[src/dsc_regs.svh]
`ifndef DSC_REGS_SVH
`define DSC_REGS_SVH

// ==========================================================================
// Serial word layout
`define DSC_WORD_W        24
`define DSC_CMD_HI        23
`define DSC_CMD_LO        20
`define DSC_DATA_W        16
`define DSC_CTRL_SEL_HI   1
`define DSC_CTRL_SEL_LO   0
`define DSC_CTRL_OUT_EN   2

// ==========================================================================
// Command codes
`define DSC_CMD_NOP       4'h0
`define DSC_CMD_WR_INPUT  4'h1
`define DSC_CMD_UPDATE    4'h2
`define DSC_CMD_WR_UPDATE 4'h3
`define DSC_CMD_WR_CTRL   4'h4
`define DSC_CMD_FULL_RST  4'hf

// ==========================================================================
// Clear presets and reset values
`define DSC_SEL_ZERO      2'h0
`define DSC_SEL_MID       2'h1
`define DSC_SEL_FULL      2'h2
`define DSC_CODE_ZERO     16'h0000
`define DSC_CODE_MID      16'h8000
`define DSC_CODE_FULL     16'hffff
`define DSC_PIN_W         7
`define DSC_PIN_IDLE      7'h0f
`define DSC_PIN_SYNC      0
`define DSC_PIN_STROBE    1
`define DSC_PIN_CLEAR     2
`define DSC_PIN_RESET     3
`define DSC_PIN_TEMP      4
`define DSC_PIN_SHORT     5
`define DSC_PIN_BROWN     6

// ==========================================================================
// Timing
`define DSC_CLK_NS        4
`define DSC_SCLK_MAX_MHZ  33
`define DSC_T_LEAD_NS     15
`define DSC_T_TAIL_NS     10
`define DSC_T_GAP_NS      50
`define DSC_HALF_CYC  ((500 + `DSC_SCLK_MAX_MHZ * `DSC_CLK_NS - 1) / (`DSC_SCLK_MAX_MHZ * `DSC_CLK_NS))
`define DSC_LEAD_CYC  ((`DSC_T_LEAD_NS + `DSC_CLK_NS - 1) / `DSC_CLK_NS)
`define DSC_TAIL_CYC  ((`DSC_T_TAIL_NS + `DSC_CLK_NS - 1) / `DSC_CLK_NS)
`define DSC_GAP_CYC   ((`DSC_T_GAP_NS + `DSC_CLK_NS - 1) / `DSC_CLK_NS)
`define DSC_DIV_W         4
`define DSC_BITS_W        5

`endif

[src/dsc_pkg.sv]
`include "dsc_regs.svh"

package dsc_pkg;

   // ========================================================================
   // Commands
   typedef enum logic [3:0] {
      DSC_NOP       = `DSC_CMD_NOP,
      DSC_WR_INPUT  = `DSC_CMD_WR_INPUT,
      DSC_UPDATE    = `DSC_CMD_UPDATE,
      DSC_WR_UPDATE = `DSC_CMD_WR_UPDATE,
      DSC_WR_CTRL   = `DSC_CMD_WR_CTRL,
      DSC_FULL_RST  = `DSC_CMD_FULL_RST
   } dsc_cmd_type;

   // ========================================================================
   // Host frame states
   typedef enum logic [2:0] {
      DSC_H_IDLE  = 3'b000,
      DSC_H_LEAD  = 3'b001,
      DSC_H_SHIFT = 3'b010,
      DSC_H_TAIL  = 3'b011,
      DSC_H_GAP   = 3'b100
   } dsc_hstate_type;

endpackage

[src/dsc_link_if.sv]
`timescale 1ns/1ps

interface dsc_link_if;
   logic sync_n;
   logic sclk;
   logic sdi;
   logic sdo;
   logic output_update_strobe_n;
   logic clear_n;
   logic reset_n;

   modport host (
      output sync_n, sclk, sdi, output_update_strobe_n, clear_n, reset_n,
      input  sdo
   );

   modport device (
      input  sync_n, sclk, sdi, output_update_strobe_n, clear_n, reset_n,
      output sdo
   );
endinterface

[src/dsc_buf2.sv]
`timescale 1ns/1ps

module dsc_buf2 #(
   parameter int WIDTH = 24,
   parameter int DEPTH = 2
) (
   // System
   input  wire logic             clk,
   input  wire logic             reset,
   input  wire logic             ce,
   // Fill side
   input  wire logic [WIDTH-1:0] in_data,
   input  wire logic             in_valid,
   output logic                  in_ready,
   // Drain side
   output logic [WIDTH-1:0]      out_data,
   output logic                  out_valid,
   input  wire logic             out_ready
);
   localparam int AW = (DEPTH > 1) ? $clog2(DEPTH) : 1;
   localparam int CW = $clog2(DEPTH + 1);

   typedef struct packed {
      logic [DEPTH-1:0][WIDTH-1:0] mem;
      logic [AW-1:0]               wr;
      logic [AW-1:0]               rd;
      logic [CW-1:0]               count;
      logic                        rdy;
      logic                        vld;
   } dsc_buf_type;

   dsc_buf_type b_reg, b_next;
   logic push, pop;

   function automatic logic [AW-1:0] dsc_wrap(input logic [AW-1:0] p);
      dsc_wrap = (p == AW'(DEPTH - 1)) ? '0 : AW'(p + 1'b1);
   endfunction

   // ========================================================================
   // Next state
   always_comb begin
      b_next = b_reg;
      push   = in_valid & b_reg.rdy;
      pop    = out_ready & b_reg.vld;
      if (push) begin
         b_next.mem[b_reg.wr] = in_data;
         b_next.wr            = dsc_wrap(b_reg.wr);
      end
      if (pop) begin
         b_next.rd = dsc_wrap(b_reg.rd);
      end
      if (push && !pop) begin
         b_next.count = CW'(b_reg.count + 1'b1);
      end else if (pop && !push) begin
         b_next.count = CW'(b_reg.count - 1'b1);
      end
      b_next.rdy = (b_next.count != CW'(DEPTH));
      b_next.vld = (b_next.count != '0);
   end

   // ========================================================================
   // Registers
   always_ff @(posedge clk) begin
      if (reset) begin
         b_reg     <= '0;
         b_reg.rdy <= 1'b1;
      end else if (ce) begin
         b_reg <= b_next;
      end
   end

   assign in_ready  = b_reg.rdy;
   assign out_valid = b_reg.vld;
   assign out_data  = b_reg.mem[b_reg.rd];
endmodule // dsc_buf2

[src/dsc_host.sv]
`timescale 1ns/1ps
`include "dsc_regs.svh"

module dsc_host
   import dsc_pkg::*;
(
   // System
   input  wire logic                   clk,
   input  wire logic                   reset,
   input  wire logic                   ce,
   // Serial link and control pins
   dsc_link_if.host                    link,
   // Words to send
   input  wire logic [`DSC_WORD_W-1:0] tx_data,
   input  wire logic                   tx_valid,
   output logic                        tx_ready,
   // Words shifted back
   output logic [`DSC_WORD_W-1:0]      rx_data,
   output logic                        rx_valid,
   // Control pin requests
   input  wire logic                   update_req,
   input  wire logic                   clear_req,
   input  wire logic                   hw_reset_req
);

   typedef struct packed {
      dsc_hstate_type         state;
      logic [`DSC_DIV_W-1:0]  div;
      logic [`DSC_BITS_W-1:0] bits;
      logic [`DSC_WORD_W-1:0] shift;
      logic [`DSC_WORD_W-1:0] rx;
      logic                   sdo_meta;
      logic                   sdo_s;
      logic                   sync_n;
      logic                   sclk;
      logic                   sdi;
      logic [`DSC_WORD_W-1:0] rx_data;
      logic                   rx_valid;
      logic                   strobe_n;
      logic                   clear_n;
      logic                   reset_n;
   } dsc_host_type;

   dsc_host_type h_reg, h_next;
   logic [`DSC_WORD_W-1:0] b_data;
   logic                   b_valid;
   logic                   b_ready;

   // ========================================================================
   // Word buffer
   dsc_buf2 #(
      .WIDTH (`DSC_WORD_W),
      .DEPTH (2)
   ) i_dsc_buf2 (
      .clk       (clk),
      .reset     (reset),
      .ce        (ce),
      .in_data   (tx_data),
      .in_valid  (tx_valid),
      .in_ready  (tx_ready),
      .out_data  (b_data),
      .out_valid (b_valid),
      .out_ready (b_ready)
   );

   assign b_ready = (h_reg.state == DSC_H_IDLE);

   // ========================================================================
   // Frame sequencer
   always_comb begin
      h_next          = h_reg;
      h_next.rx_valid = 1'b0;
      h_next.sdo_meta = link.sdo;
      h_next.sdo_s    = h_reg.sdo_meta;
      h_next.strobe_n = ~update_req;
      h_next.clear_n  = ~clear_req;
      h_next.reset_n  = ~hw_reset_req;
      h_next.div      = `DSC_DIV_W'(h_reg.div + 1'b1);
      case (h_reg.state)
         DSC_H_IDLE: begin
            h_next.div = '0;
            if (b_valid) begin
               h_next.shift  = b_data;
               h_next.sdi    = b_data[`DSC_WORD_W-1];               // [RL4]
               h_next.sync_n = 1'b0;                                // [RL5]
               h_next.bits   = '0;
               h_next.state  = DSC_H_LEAD;
            end
         end
         DSC_H_LEAD: begin
            if (h_reg.div == `DSC_DIV_W'(`DSC_LEAD_CYC - 1)) begin
               h_next.div   = '0;
               h_next.state = DSC_H_SHIFT;
            end
         end
         DSC_H_SHIFT: begin
            if (h_reg.div == `DSC_DIV_W'(`DSC_HALF_CYC - 1)) begin
               h_next.div  = '0;
               h_next.sclk = ~h_reg.sclk;
               if (h_reg.sclk) begin
                  h_next.rx   = {h_reg.rx[`DSC_WORD_W-2:0], h_reg.sdo_s}; // [RL3]
                  h_next.bits = `DSC_BITS_W'(h_reg.bits + 1'b1);
               end else if (h_reg.bits == `DSC_BITS_W'(`DSC_WORD_W)) begin
                  h_next.state = DSC_H_TAIL;
               end else begin
                  h_next.shift = {h_reg.shift[`DSC_WORD_W-2:0], 1'b0};
                  h_next.sdi   = h_reg.shift[`DSC_WORD_W-2];         // [RL4]
               end
            end
         end
         DSC_H_TAIL: begin
            if (h_reg.div == `DSC_DIV_W'(`DSC_TAIL_CYC - 1)) begin
               h_next.div      = '0;
               h_next.sync_n   = 1'b1;                              // [RL5]
               h_next.rx_data  = h_reg.rx;
               h_next.rx_valid = 1'b1;
               h_next.state    = DSC_H_GAP;
            end
         end
         DSC_H_GAP: begin
            if (h_reg.div == `DSC_DIV_W'(`DSC_GAP_CYC - 1)) begin
               h_next.div   = '0;
               h_next.state = DSC_H_IDLE;
            end
         end
         default: begin
            h_next.state = DSC_H_IDLE;
         end
      endcase
   end

   // ========================================================================
   // Registers
   always_ff @(posedge clk) begin
      if (reset) begin
         h_reg          <= '0;
         h_reg.state    <= DSC_H_IDLE;
         h_reg.sync_n   <= 1'b1;
         h_reg.sclk     <= 1'b1;
         h_reg.strobe_n <= 1'b1;
         h_reg.clear_n  <= 1'b1;
         h_reg.reset_n  <= 1'b1;
      end else if (ce) begin
         h_reg <= h_next;
      end
   end

   assign link.sync_n                 = h_reg.sync_n;
   assign link.sclk                   = h_reg.sclk;
   assign link.sdi                    = h_reg.sdi;
   assign link.output_update_strobe_n = h_reg.strobe_n;
   assign link.clear_n                = h_reg.clear_n;
   assign link.reset_n                = h_reg.reset_n;
   assign rx_data                     = h_reg.rx_data;
   assign rx_valid                    = h_reg.rx_valid;
endmodule // dsc_host

[src/flat_wrapper.sv]
// flat-port wrapper written by rule: the top's interface ports become plain ports
module dsc_host_flat import dsc_pkg::*;
  (clk, reset, ce, tx_data, tx_valid, tx_ready, rx_data, rx_valid, update_req, clear_req, hw_reset_req, link_sync_n, link_sclk, link_sdi, link_output_update_strobe_n, link_clear_n, link_reset_n, link_sdo);
  dsc_link_if link_i ();
  input  wire logic clk;
  input  wire logic reset;
  input  wire logic ce;
  input  wire logic [`DSC_WORD_W-1:0] tx_data;
  input  wire logic tx_valid;
  output logic tx_ready;
  output logic [`DSC_WORD_W-1:0] rx_data;
  output logic rx_valid;
  input  wire logic update_req;
  input  wire logic clear_req;
  input  wire logic hw_reset_req;
  output wire logic [$bits(link_i.sync_n)-1:0] link_sync_n;
  output wire logic [$bits(link_i.sclk)-1:0] link_sclk;
  output wire logic [$bits(link_i.sdi)-1:0] link_sdi;
  output wire logic [$bits(link_i.output_update_strobe_n)-1:0] link_output_update_strobe_n;
  output wire logic [$bits(link_i.clear_n)-1:0] link_clear_n;
  output wire logic [$bits(link_i.reset_n)-1:0] link_reset_n;
  input wire logic [$bits(link_i.sdo)-1:0] link_sdo;
  assign link_sync_n = link_i.sync_n;
  assign link_sclk = link_i.sclk;
  assign link_sdi = link_i.sdi;
  assign link_output_update_strobe_n = link_i.output_update_strobe_n;
  assign link_clear_n = link_i.clear_n;
  assign link_reset_n = link_i.reset_n;
  assign link_i.sdo = link_sdo;
  dsc_host u_core (.clk(clk), .reset(reset), .ce(ce), .link(link_i), .tx_data(tx_data), .tx_valid(tx_valid), .tx_ready(tx_ready), .rx_data(rx_data), .rx_valid(rx_valid), .update_req(update_req), .clear_req(clear_req), .hw_reset_req(hw_reset_req));
endmodule
[config.mk]
export PLATFORM = sky130hd
export DESIGN_NAME = dsc_host_flat
export DESIGN_NICKNAME = d
export VERILOG_FILES = /design/src/dsc_pkg.sv /design/src/dsc_link_if.sv /design/src/dsc_buf2.sv /design/src/dsc_host.sv /design/src/flat_wrapper.sv
export VERILOG_INCLUDE_DIRS = /design/src
export SDC_FILE = /design/constraint.sdc
export NUM_CORES = 1
export LEC_CHECK = 0
export BUFFER_PORTS_ARGS = -buffer_cell sky130_fd_sc_hd__buf_4
export CAP_MARGIN = 10
export CORE_UTILIZATION = 60
export DETAILED_ROUTE_END_ITERATION = 12
export GPL_TIMING_DRIVEN = 0
export PLACE_DENSITY = 0.85
export SLEW_MARGIN = 20
export SYNTH_ARGS = -nofsm -noshare
export SYNTH_HDL_FRONTEND = slang
export SYNTH_SLANG_ARGS = --single-unit
[constraint.sdc]
create_clock -name clk -period 6.1 [get_ports clk]
set_input_delay 0.61 -clock clk [delete_from_list [all_inputs] [get_ports clk]]
set_output_delay 0.61 -clock clk [all_outputs]
set_load 0.02 [all_outputs]
==> results_dict.tcl, run 1 <==
set metrics [dict create \
    ys_async_sr_fraction_pct 0 \
    cts_max_path_buffers 2 \
    die_y_um 104 \
    p_int_mw 1.71 \
    clock.fmax_ghz 0.415 \
    largest_reg_flops 60 \
    fin_crit_sh_pct 39.5 \
    fin_nets 873 \
    cpMaxStageDelayCell "o31ai_2" \
    cp.arrival_ns 2.83 \
    ant_nets 0 \
    p_comb_share_pct 8.1 \
    grt_pass1_vias 5253 \
    grtUsageTotal_pct 28.2 \
    port_buffers 62 \
    drt-wirelength-per-cell_um 15.2 \
    die_x_um 104 \
    ir_worst_vdd_uv 256 \
    top_level_ports 64 \
    clk_pin_slew_ns 0.06 \
    num_rows 36 \
    initial_core_util_pct 63.0 \
    htreeDepth 4 \
    worst_slew_margin_rel_pct 34.2 \
    dieArea_um2 10900 \
    hold_buffers 0 \
    cts.sinks 146 \
    p_leak_nw 3.01 \
    place_area_um2 6900 \
    grt-ovfl-total 0 \
    setup_tns_ns 0 \
    required_ns 6.52 \
    worstPathCellList "ha_1, or3b_1, buf_2, o31ai_2, buf_2, a21oi_1, a211oi_1" \
    maxCapViolations 0 \
    finalWeightedCongestion 0.906 \
    diodes 0 \
    min_period_ns 2.41 \
    syn-mean-instance-area_um2 8.30 \
    worst_setup_path_end_kind "register" \
    syn_area_um2 6270 \
    layout_commonest_cell "nand2_1" \
    final_cell_mix "nand2_1 (167), dfxtp_1 (146), a21oi_1 (127), buf_4 (87)" \
    drtIter0Drc 410 \
    hp-class "input pin to register" \
    seq_power_share_pct 45.0 \
    grt_antenna_before_repair 0 \
    yosysUniqueCellTypes 49 \
    grt_max_degree 17 \
    synth_edf_count 0 \
    cp_common_cell "buf_2" \
    post_cts_buffers 0 \
    wl_um 14900 \
    p_sw_share_pct 23.3 \
    dr_total_vias 5552 \
    skew_ns 0.00453 \
    cts_tree "yes" \
    grt_pass1_wl_um 24500 \
    coreArea_um2 9950 \
    post-dp-hpwl_um 10200 \
    hold_viol_final 0 \
    rsz0062_at_grt "false" \
    ys_warn_count 0 \
    clkPwrFrac_pct 46.9 \
    cts_inserted_buffers 17 \
    dr.pass1.iters 5 \
    synth_ff_type "dfxtp_1" \
    area_growth_pct 19.4 \
    worstSetupStartpointType "register" \
    design_area_um2 7480 \
    worstPathMaxFanout 10 \
    drcViolationCount 0 \
    avgViaCountPerCell 5.67 \
    netlist_instances 755 \
    setup_violations 0 \
    clkLatencyLatePin_ns 0.53 \
    cts_resized 0 \
    switching_power_uw 519 \
    drive_gt1_share_pct 16.3 \
    path_class "register to register" \
    power_mw 2.23 \
    synth_fp_nets 792 \
    critPathMaxStageDelay_ns 0.42 \
    ys_seq_area_share_pct 46.6 \
    worst_slew_pin_slew_ns 0.985 \
    ys_seq_elements 146 \
    run_status "completed" \
    slew_viol_final 0 \
    power_density_nw_per_um2 298 \
    cts-root-buf "clkbuf_8" \
]
==> per-stage QoR <==
| step | hold WS (ns) | setup slack [ns] | utilization, % | cells |
|---|---|---|---|---|
| CTS | 0.323 | 3.71 | 75.2 | 980 |
| finish | 0.334 | 3.69 | 75.2 | 980 |
| detailed placement | 0.447 | 3.60 | 69.3 | 950 |
| global route | 0.315 | 3.47 | 75.2 | 980 |
| floorplan | 0.432 | 3.98 | - | 755 |
| global placement | 0.440 | 3.70 | 69.3 | 950 |
==> per-layer routing <==
layer | global-route usage (%) | wire length (um)
met2 | 47.5 | 7490
met5 | 0 | 0
met4 | 9.39 | 220
met3 | 7.83 | 1000
met1 | 34.8 | 6180
==> critical path: cells and delay by family (launching register included) <==
kind / cells / cell delay [ns]
adders and majority gates: 1 / 0.26
AOI/OAI and AO/OA: 3 / 0.82
and+or+nand+nor: 1 / 0.35
DFF: 1 / 0.40
buffers and inverters: 2 / 0.48
==> logic make-up (layout without fill, tap and decap cells) <==
group | after synthesis | in the layout | share of synthesized area, %
xor+xnor | 8 | 8 | 1.12
buf+inv | 91 | 183 | 7.51
simple gates | 269 | 269 | 18.3
flops | 146 | 146 | 46.6
compound gates | 176 | 176 | 15.9
fa+ha+maj | 5 | 5 | 0.998
mux | 60 | 60 | 9.60
==> Yosys cell counts, types with 2 or more instances <==
library cell / instances / area share (%)
nand3_1: 5 / 0.40
dfxtp_1: 146 / 47
nand2b_1: 4 / 0.40
nand4_1: 5 / 0.50
and2_1: 2 / 0.20
o21ai_0: 9 / 0.72
a211oi_1: 24 / 2.9
a21oi_1: 127 / 10
clkbuf_1: 42 / 2.5
nand3b_1: 2 / 0.24
buf_4: 25 / 3.0
nor3b_1: 2 / 0.24
xor2_1: 3 / 0.42
or2_2: 3 / 0.30
buf_6: 3 / 0.54
inv_1: 10 / 0.60
nor3_1: 5 / 0.40
nor2_1: 59 / 3.5
or4_1: 2 / 0.24
or3b_1: 2 / 0.28
nor2b_1: 2 / 0.20
o2111ai_1: 2 / 0.28
buf_2: 10 / 0.80
mux2i_1: 59 / 9.4
nand2_1: 167 / 10
a31oi_1: 3 / 0.30
xnor2_1: 5 / 0.70
ha_1: 5 / 1.0
a211o_1: 2 / 0.28
==> power groups by stage <==
stage | Sequential [mW] | Clock (mW) | Combinational (mW)
after CTS | 1.00 | 1.05 | 0.178
after detailed placement | 1.02 | 0 | 0.176
final | 1.00 | 1.05 | 0.181
after floorplan | 1.02 | 0 | 0.120
after global placement | 1.02 | 0 | 0.169
after global routing | 1.01 | 1.09 | 0.199
==> worst paths after layout <==
| path | slack, ns | cells past startpoint | start | to |
|---|---|---|---|---|
| min | 0.33 | 3 | tx_data[15] | u_core.i_dsc_buf2.b_reg[21]$_SDFFE_PP0P_ |
| min reg2reg | 0.45 | 2 | u_core.rx_data[4]$_SDFFE_PP0P_ | u_core.rx_data[4]$_SDFFE_PP0P_ |
| max | 3.69 | 7 | u_core.h_reg[87]$_SDFFE_PP0P_ | u_core.h_reg[66]$_SDFFE_PP0P_ |
| max reg2reg | 3.69 | 7 | u_core.h_reg[87]$_SDFFE_PP0P_ | u_core.h_reg[66]$_SDFFE_PP0P_ |
==> area by class of cell <==
class	count	area, um2
Fill cell	681	2470
Timing Repair Buffer	62	465
Inverter	10	37.5
Multi-Input combinational cell	518	2870
Clock buffer	18	418
Clock inverter	12	166
Tap cell	133	166
Sequential cell	146	2920
Buffer	81	433
(Power assumes the default switching activity.)
==> run 2, diff against run 1 <==
Settings changed: ABC_AREA set to 1, CORE_UTILIZATION 60 to 59, PLACE_DENSITY 0.85 to 0.84.
Clock period 6.1 ns to 2.3 ns, I/O delays scaled along.
==> run 2 against run 1 <==
  * Maximum frequency up 29%
  * Global-route usage grew 1.5 points
  * First-iteration DRC count rose by 6.3%
  * Cell count rose by 17%
  * Largest power group is now registers
  * Sequential share of layout area down 1.4 points
  * Worst hold slack got worse by 0.22 ns
  * Power grew to 3.3 times the previous value
  * Routed wire length is 5.3% higher
==> results_dict.tcl, run 2 <==
set metrics [dict create \
    run_status "completed" \
    synth_ff_type "dfxtp_1" \
    met3WireLength_um 957 \
    htreeDepth 4 \
    wl_um 15700 \
    cts_resized 0 \
    final_cell_mix "nor2_1 (242), dfxtp_1 (146), nand2_1 (103), o21ai_0 (92), buf_4 (90)" \
    worstPathCellList "inv_1, ha_1, nand4_1, o21ai_1, inv_1, clkbuf_1, nand3_1, nand2_1, nor2_1" \
    worstPathMaxFanout 10 \
    fin_crit_sh_pct 81.5 \
    grt_antenna_before_repair 0 \
    hp-class "input pin to register" \
    required_ns 2.77 \
    dr.pass1.iters 5 \
    slew_viol_final 0 \
    post-dp-hpwl_um 9890 \
    clkPwrFrac_pct 33.2 \
    reg2reg_slack_ns 0.42 \
    area_growth_pct 23.3 \
    final_util_pct 75.1 \
    regArea_um2 2920 \
    dp_cells 1087 \
    synth_top_family_by_area "simple AND/OR/NAND/NOR gates" \
    wl_met1_um 6850 \
    drtIter0Drc 436 \
    initial_core_util_pct 60.9 \
    synth-xor-area-share_pct 0.696 \
    p_int_mw 4.97 \
    die_y_um 105 \
    coreArea_um2 10300 \
    critPathLaunch "u_core.h_reg[81]$_SDFFE_PP0P_" \
    grt-ovfl-total 0 \
    seq_power_share_pct 40.5 \
    grtUsageTotal_pct 29.8 \
    synthTopCellsByCount "nor2_1 (242), dfxtp_1 (146), nand2_1 (103), o21ai_0 (92), a21oi_1 (64)" \
    synth_area_leaders "dfxtp_1 (46%), nor2_1 (14%), o21ai_0 (7.3%)" \
    rsz0062_at_grt "false" \
    hold_ws_ns 0.115 \
    layout_commonest_cell "nor2_1" \
    path_class "register to register" \
    power_density_nw_per_um2 959 \
    synth-compound-area-share_pct 15.8 \
    met2_length_um 7520 \
    grt_pass1_vias 5532 \
    synth.area.mux_share_pct 0 \
    ant_nets 0 \
    worst_slew_margin_rel_pct 65.1 \
    cts.sinks 146 \
    grt_pass1_wl_um 26100 \
    instances_no_fill 1149 \
    reg2reg_from "u_core.h_reg[81]$_SDFFE_PP0P_" \
    drcViolationCount 0 \
    grt_max_degree 17 \
    num_rows 37 \
    yosysUniqueCellTypes 27 \
    worst_slew_pin_slew_ns 0.518 \
    cts_tree "yes" \
    p_comb_share_pct 26.3 \
    cp.arrival_ns 2.35 \
    diodes 0 \
    dr_total_vias 6111 \
    setup_violations 0 \
    finalWeightedCongestion 0.850 \
    largest_reg_flops 60 \
    worstSetupStartpointType "register" \
    cpMaxStageDelayCell "dfxtp_1" \
    avgViaCountPerCell 5.32 \
    fin_nets 1038 \
    clk_pin_slew_ns 0.06 \
    syn_area_um2 6290 \
    cts-root-buf "clkbuf_8" \
    min_from "ce" \
    dr.max_layer_used "met4" \
    ys_seq_area_share_pct 46.5 \
    ys_async_sr_fraction_pct 0 \
    synth_fp_nets 925 \
    synth_top_cell_by_area "dfxtp_1" \
    synth_most_common_cell "nor2_1" \
    syn-mean-instance-area_um2 7.08 \
    setup_tns_ns 0 \
    synth_edf_count 0 \
    ys_warn_count 0 \
    cts_max_path_buffers 2 \
    cp_common_cell "inv_1" \
    min_period_ns 1.88 \
    worst_setup_path_end_kind "register" \
    multi_input_comb_area_um2 2750 \
    critPathMaxStageDelay_ns 0.33 \
    top_level_ports 64 \
    netlist_instances 888 \
    synth_fa_ha_area_share_pct 0.995 \
    synth-simple-area-share_pct 26.3 \
    clkLatencyLatePin_ns 0.53 \
    p_sw_share_pct 33.1 \
    port_buffers 63 \
    switching_power_mw 2.46 \
    place_area_um2 6930 \
    maxCapViolations 0 \
    p_leak_nw 3.40 \
    ir_worst_vdd_uv 516 \
    hold_viol_final 0 \
    drive_gt1_share_pct 14.3 \
    cts_inserted_buffers 17 \
    nFillCells 780 \
    design_area_um2 7750 \
    ys_seq_elements 146 \
    drt-wirelength-per-cell_um 13.6 \
    clock.fmax_ghz 0.533 \
    synth_top_area_share_pct 46.5 \
    dieArea_um2 11100 \
    die_x_um 105 \
    skew_ns 0.00588 \
]
## run 2: final timing paths
kind / end / depth (start not counted)
max: u_core.h_reg[76]$_SDFFE_PP0P_ / 9
min: u_core.h_reg[89]$_SDFFE_PP0P_ / 4
max reg2reg: u_core.h_reg[76]$_SDFFE_PP0P_ / 9
min reg2reg: u_core.i_dsc_buf2.b_reg[33]$_SDFFE_PP0P_ / 2
## run 2: cells by family (layout without fill, tap and decap cells)
logic type,Yosys count,after routing
compound gates,198,198
flops,146,146
simple gates,406,406
xor+xnor,5,5
fa+ha+maj,5,5
buf+inv,128,253
## run 2: final cells by class
cell class / instances / share of cell area [%]
flip-flops and latches: 146 / 37.7
multi-input cells: 614 / 35.5
repair buffers: 94 / 10.1
clock buffers: 25 / 5.86
plain buffers: 75 / 5.37
inverters: 53 / 2.58
well taps: 136 / 2.19
clock inverters: 6 / 0.742
## run 2: repair_timing
| action | CTS | global route |
|---|---|---|
| setup buffers | 0 | 0 |
| hold buffers | 31 | 0 |
| endpoints found under the hold margin | 46 | 0 |
## run 2: stage by stage
stage / setup slack (ns) / power [mW]
6_report: 0.425 / 7.44
5_1_grt: 0.255 / 7.84
4_1_cts: 0.459 / 7.38
3_5_place_dp: 0.488 / 4.89
3_3_place_gp: 0.459 / 4.86
2_1_floorplan: 0.785 / 4.45
## run 2: power by group through the flow
| stage | logic, mW | registers [mW] | clock network, mW |
|---|---|---|---|
| 2_1_floorplan | 1.41 | 3.04 | 0 |
| 3_3_place_gp | 1.81 | 3.05 | 0 |
| 4_1_cts | 1.92 | 3.01 | 2.45 |
| 6_report | 1.96 | 3.01 | 2.47 |
| 3_5_place_dp | 1.84 | 3.05 | 0 |
| 5_1_grt | 2.20 | 3.05 | 2.58 |
## run 2: layer usage
| metal | global-route usage (%) | vias up |
|---|---|---|
| met5 | 0 | - |
| met4 | 11.5 | 0 |
| met3 | 5.88 | 32 |
| met2 | 49.3 | 201 |
| met1 | 38.3 | 2823 |
| li1 | - | 3055 |
## run 2: worst max-delay path, delay by kind of cell, from the launching register on
| family | cells | cell delay (ns) |
|---|---|---|
| buf+inv | 3 | 0.52 |
| simple gates | 4 | 0.50 |
| flops | 1 | 0.33 |
| compound gates | 1 | 0.29 |
| fa+ha+maj | 1 | 0.17 |
==> run 3, diff against run 2 <==
Settings changed: CORE_UTILIZATION 59 to 53, PLACE_DENSITY 0.84 to 0.8.
Clock period 2.3 ns to 1.6 ns, I/O delays scaled along.
==> run 3 against run 2 <==
  * The run now ends with negative setup slack left
  * Critical path depth is the same
  * Highest routed layer unchanged
  * Cell count up 1.8%
  * Routed wire length increased by 7.7%
  * Critical path type unchanged
  * Die area is 11% higher
  * Sequential share of layout area is 2.3 points lower
  * Worst setup slack got worse by 0.44 ns
  * Power up 62%
  * Global-route usage shrank 4.0 points
  * Non-clock buffer count up 12
==> results_dict.tcl, run 3 (synthesis gave the netlist of run 2 again) <==
set metrics [dict create \
    min_from "tx_data[9]" \
    cts_tree "yes" \
    avgViaCountPerCell 5.38 \
    top_level_ports 64 \
    p_sw_share_pct 34.0 \
    drt-wirelength-per-cell_um 14.4 \
    coreArea_um2 11500 \
    reg2reg_from "u_core.h_reg[88]$_SDFFE_PP0P_" \
    run_status "complete, but fails checks" \
    initial_core_util_pct 54.8 \
    seq_power_share_pct 36.4 \
    fin_ws_ns -0.0156 \
    cpMaxStageDelayCell "dfxtp_4" \
    drive_gt1_share_pct 23.8 \
    die_y_um 111 \
    wl_um 16900 \
    worstPathMaxFanout 7 \
    ant_nets 0 \
    grt_max_degree 17 \
    num_rows 39 \
    holdPathStages 3 \
    switching_power_mw 4.09 \
    area_growth_pct 32.3 \
    clock.fmax_ghz 0.619 \
    required_ns 1.92 \
    htreeDepth 4 \
    setup_tns_ns -0.0156 \
    skew_ns 0.00942 \
    cp_common_cell "nor2_4" \
    hold_viol_final 0 \
    clk_pin_slew_ns 0.07 \
    cts-root-buf "clkbuf_16" \
    ff2ff_path_depth 9 \
    setup_violations 1 \
    diodes 0 \
    p_leak_nw 3.67 \
    r2r-end "u_core.h_reg[38]$_SDFFE_PP0P_" \
    dr.pass1.iters 5 \
    final_util_pct 72.6 \
    critPathMaxStageDelay_ns 0.36 \
    dp_cells 1094 \
    drcViolationCount 0 \
    fin_crit_sh_pct 101 \
    min_period_ns 1.62 \
    cts_inserted_buffers 17 \
    port_buffers 63 \
    final_cell_mix "nor2_1 (233), dfxtp_1 (137), buf_4 (115), nand2_1 (101), o21ai_0 (85)" \
    critPathLaunch "u_core.h_reg[88]$_SDFFE_PP0P_" \
    maxCapViolations 0 \
    power_density_nw_per_um2 1450 \
    layout_commonest_cell "nor2_1" \
    grt_antenna_before_repair 0 \
    violations "negative setup slack" \
    min_to "u_core.i_dsc_buf2.b_reg[15]$_SDFFE_PP0P_" \
    drtIter0Drc 485 \
    critical_path.top_delay_family "simple AND/OR/NAND/NOR gates" \
    crit_buf_inv 2 \
    hold_ws_ns 0.00104 \
    cts.sinks 146 \
    cts_max_path_buffers 2 \
    grtUsageTotal_pct 25.7 \
    grt-ovfl-total 0 \
    hp-class "input pin to register" \
    largest_reg_flops 60 \
    rsz0062_at_grt "true" \
    worst_slew_pin_slew_ns 0.630 \
    die_x_um 111 \
    worstSetupStartpointType "register" \
    ir_worst_vdd_uv 905 \
    instances_no_fill 1170 \
    cp.depth 9 \
    worstPathCellList "nor2_4, nand2_4, nor2_4, inv_2, nor2_4, nand2_8, clkbuf_16, o21ai_1, nor2_1" \
    slew_viol_final 0 \
    place_area_um2 6940 \
    p_comb_share_pct 30.0 \
    reg2reg_slack_ns -0.02 \
    clkPwrFrac_pct 33.5 \
    post-dp-hpwl_um 10200 \
    worst_setup_path_end_kind "register" \
    worst_slew_margin_rel_pct 58.0 \
    grt_pass1_vias 5537 \
    cp.arrival_ns 1.94 \
    p_int_mw 7.94 \
    power_mw 12.0 \
    design_area_um2 8320 \
    dieArea_um2 12300 \
    place_ws_ns -0.196 \
    finalWeightedCongestion 0.827 \
    clkLatencyLatePin_ns 0.43 \
    grt_pass1_wl_um 25700 \
    dr_total_vias 6297 \
    fin_nets 1051 \
    path_class "register to register" \
]
## run 3: cell types whose count changed in the layout (fill, tap and decap cells not counted), sizes merged
cell and delta:
dlygate4sd3 -19, inv +10, buf +31, clkinvlp +2
clkbuf -8, clkinv -3, bufinv +1
## run 3: repair_timing
item                                   in CTS  in global routing
buffers inserted                            4                 20
pin swaps                                   5                 24
resized for setup                          32                110
hold buffers                               12                  0
endpoints found under the hold margin      12                  0
gates cloned                                0                  8
setup endpoints to repair                 108                105
## run 3: metal layers
metal  global-route usage (%)  vias to the layer above  wire length, um
li1                         -                     3080                -
met1                     32.6                     2938             7120
met2                     42.6                      237             8280
met3                     5.08                       42             1050
met4                     11.2                        0              440
met5                        0                        -                0
## run 3: worst max-delay path by stage
stage	to	slack, ns
3_5_place_dp	u_core.h_reg[42]$_SDFFE_PP0P_	-0.20
4_1_cts	u_core.h_reg[42]$_SDFFE_PP0P_	-0.006
5_1_grt	u_core.h_reg[38]$_SDFFE_PP0P_	-0.07
6_report	u_core.h_reg[38]$_SDFFE_PP0P_	-0.02
2_1_floorplan	u_core.h_reg[57]$_SDFFE_PP0P_	0.08
3_3_place_gp	u_core.rx_data[20]$_SDFFE_PP0P_	-0.22
## run 3: final cells by class
type / instances / area, um2
sequential: 146 / 2950
clock inverter: 15 / 170
inverter: 53 / 214
multi-input combinational: 614 / 2960
fill: 809 / 3150
tap: 143 / 179
buffer: 75 / 517
timing repair inverter: 1 / 6.26
timing repair buffer: 106 / 906
clock buffer: 17 / 425
## run 3: power by group through the flow
stage / registers [mW] / logic [mW] / clock network (mW)
finish: 4.38 / 3.61 / 4.03
global route: 4.44 / 3.97 / 4.21
CTS: 4.33 / 2.88 / 4.03
detailed placement: 4.38 / 2.68 / 0
global placement: 4.38 / 2.62 / 0
floorplan: 4.37 / 2.03 / 0
## run 3: worst register-to-register path: cells and delay by family, from the launching register on
kind / cells / cell delay, ns
AND/OR/NAND/NOR: 6 / 0.74
buffers and inverters: 2 / 0.25
AO/OA/AOI/OAI: 1 / 0.15
flip-flops: 1 / 0.36
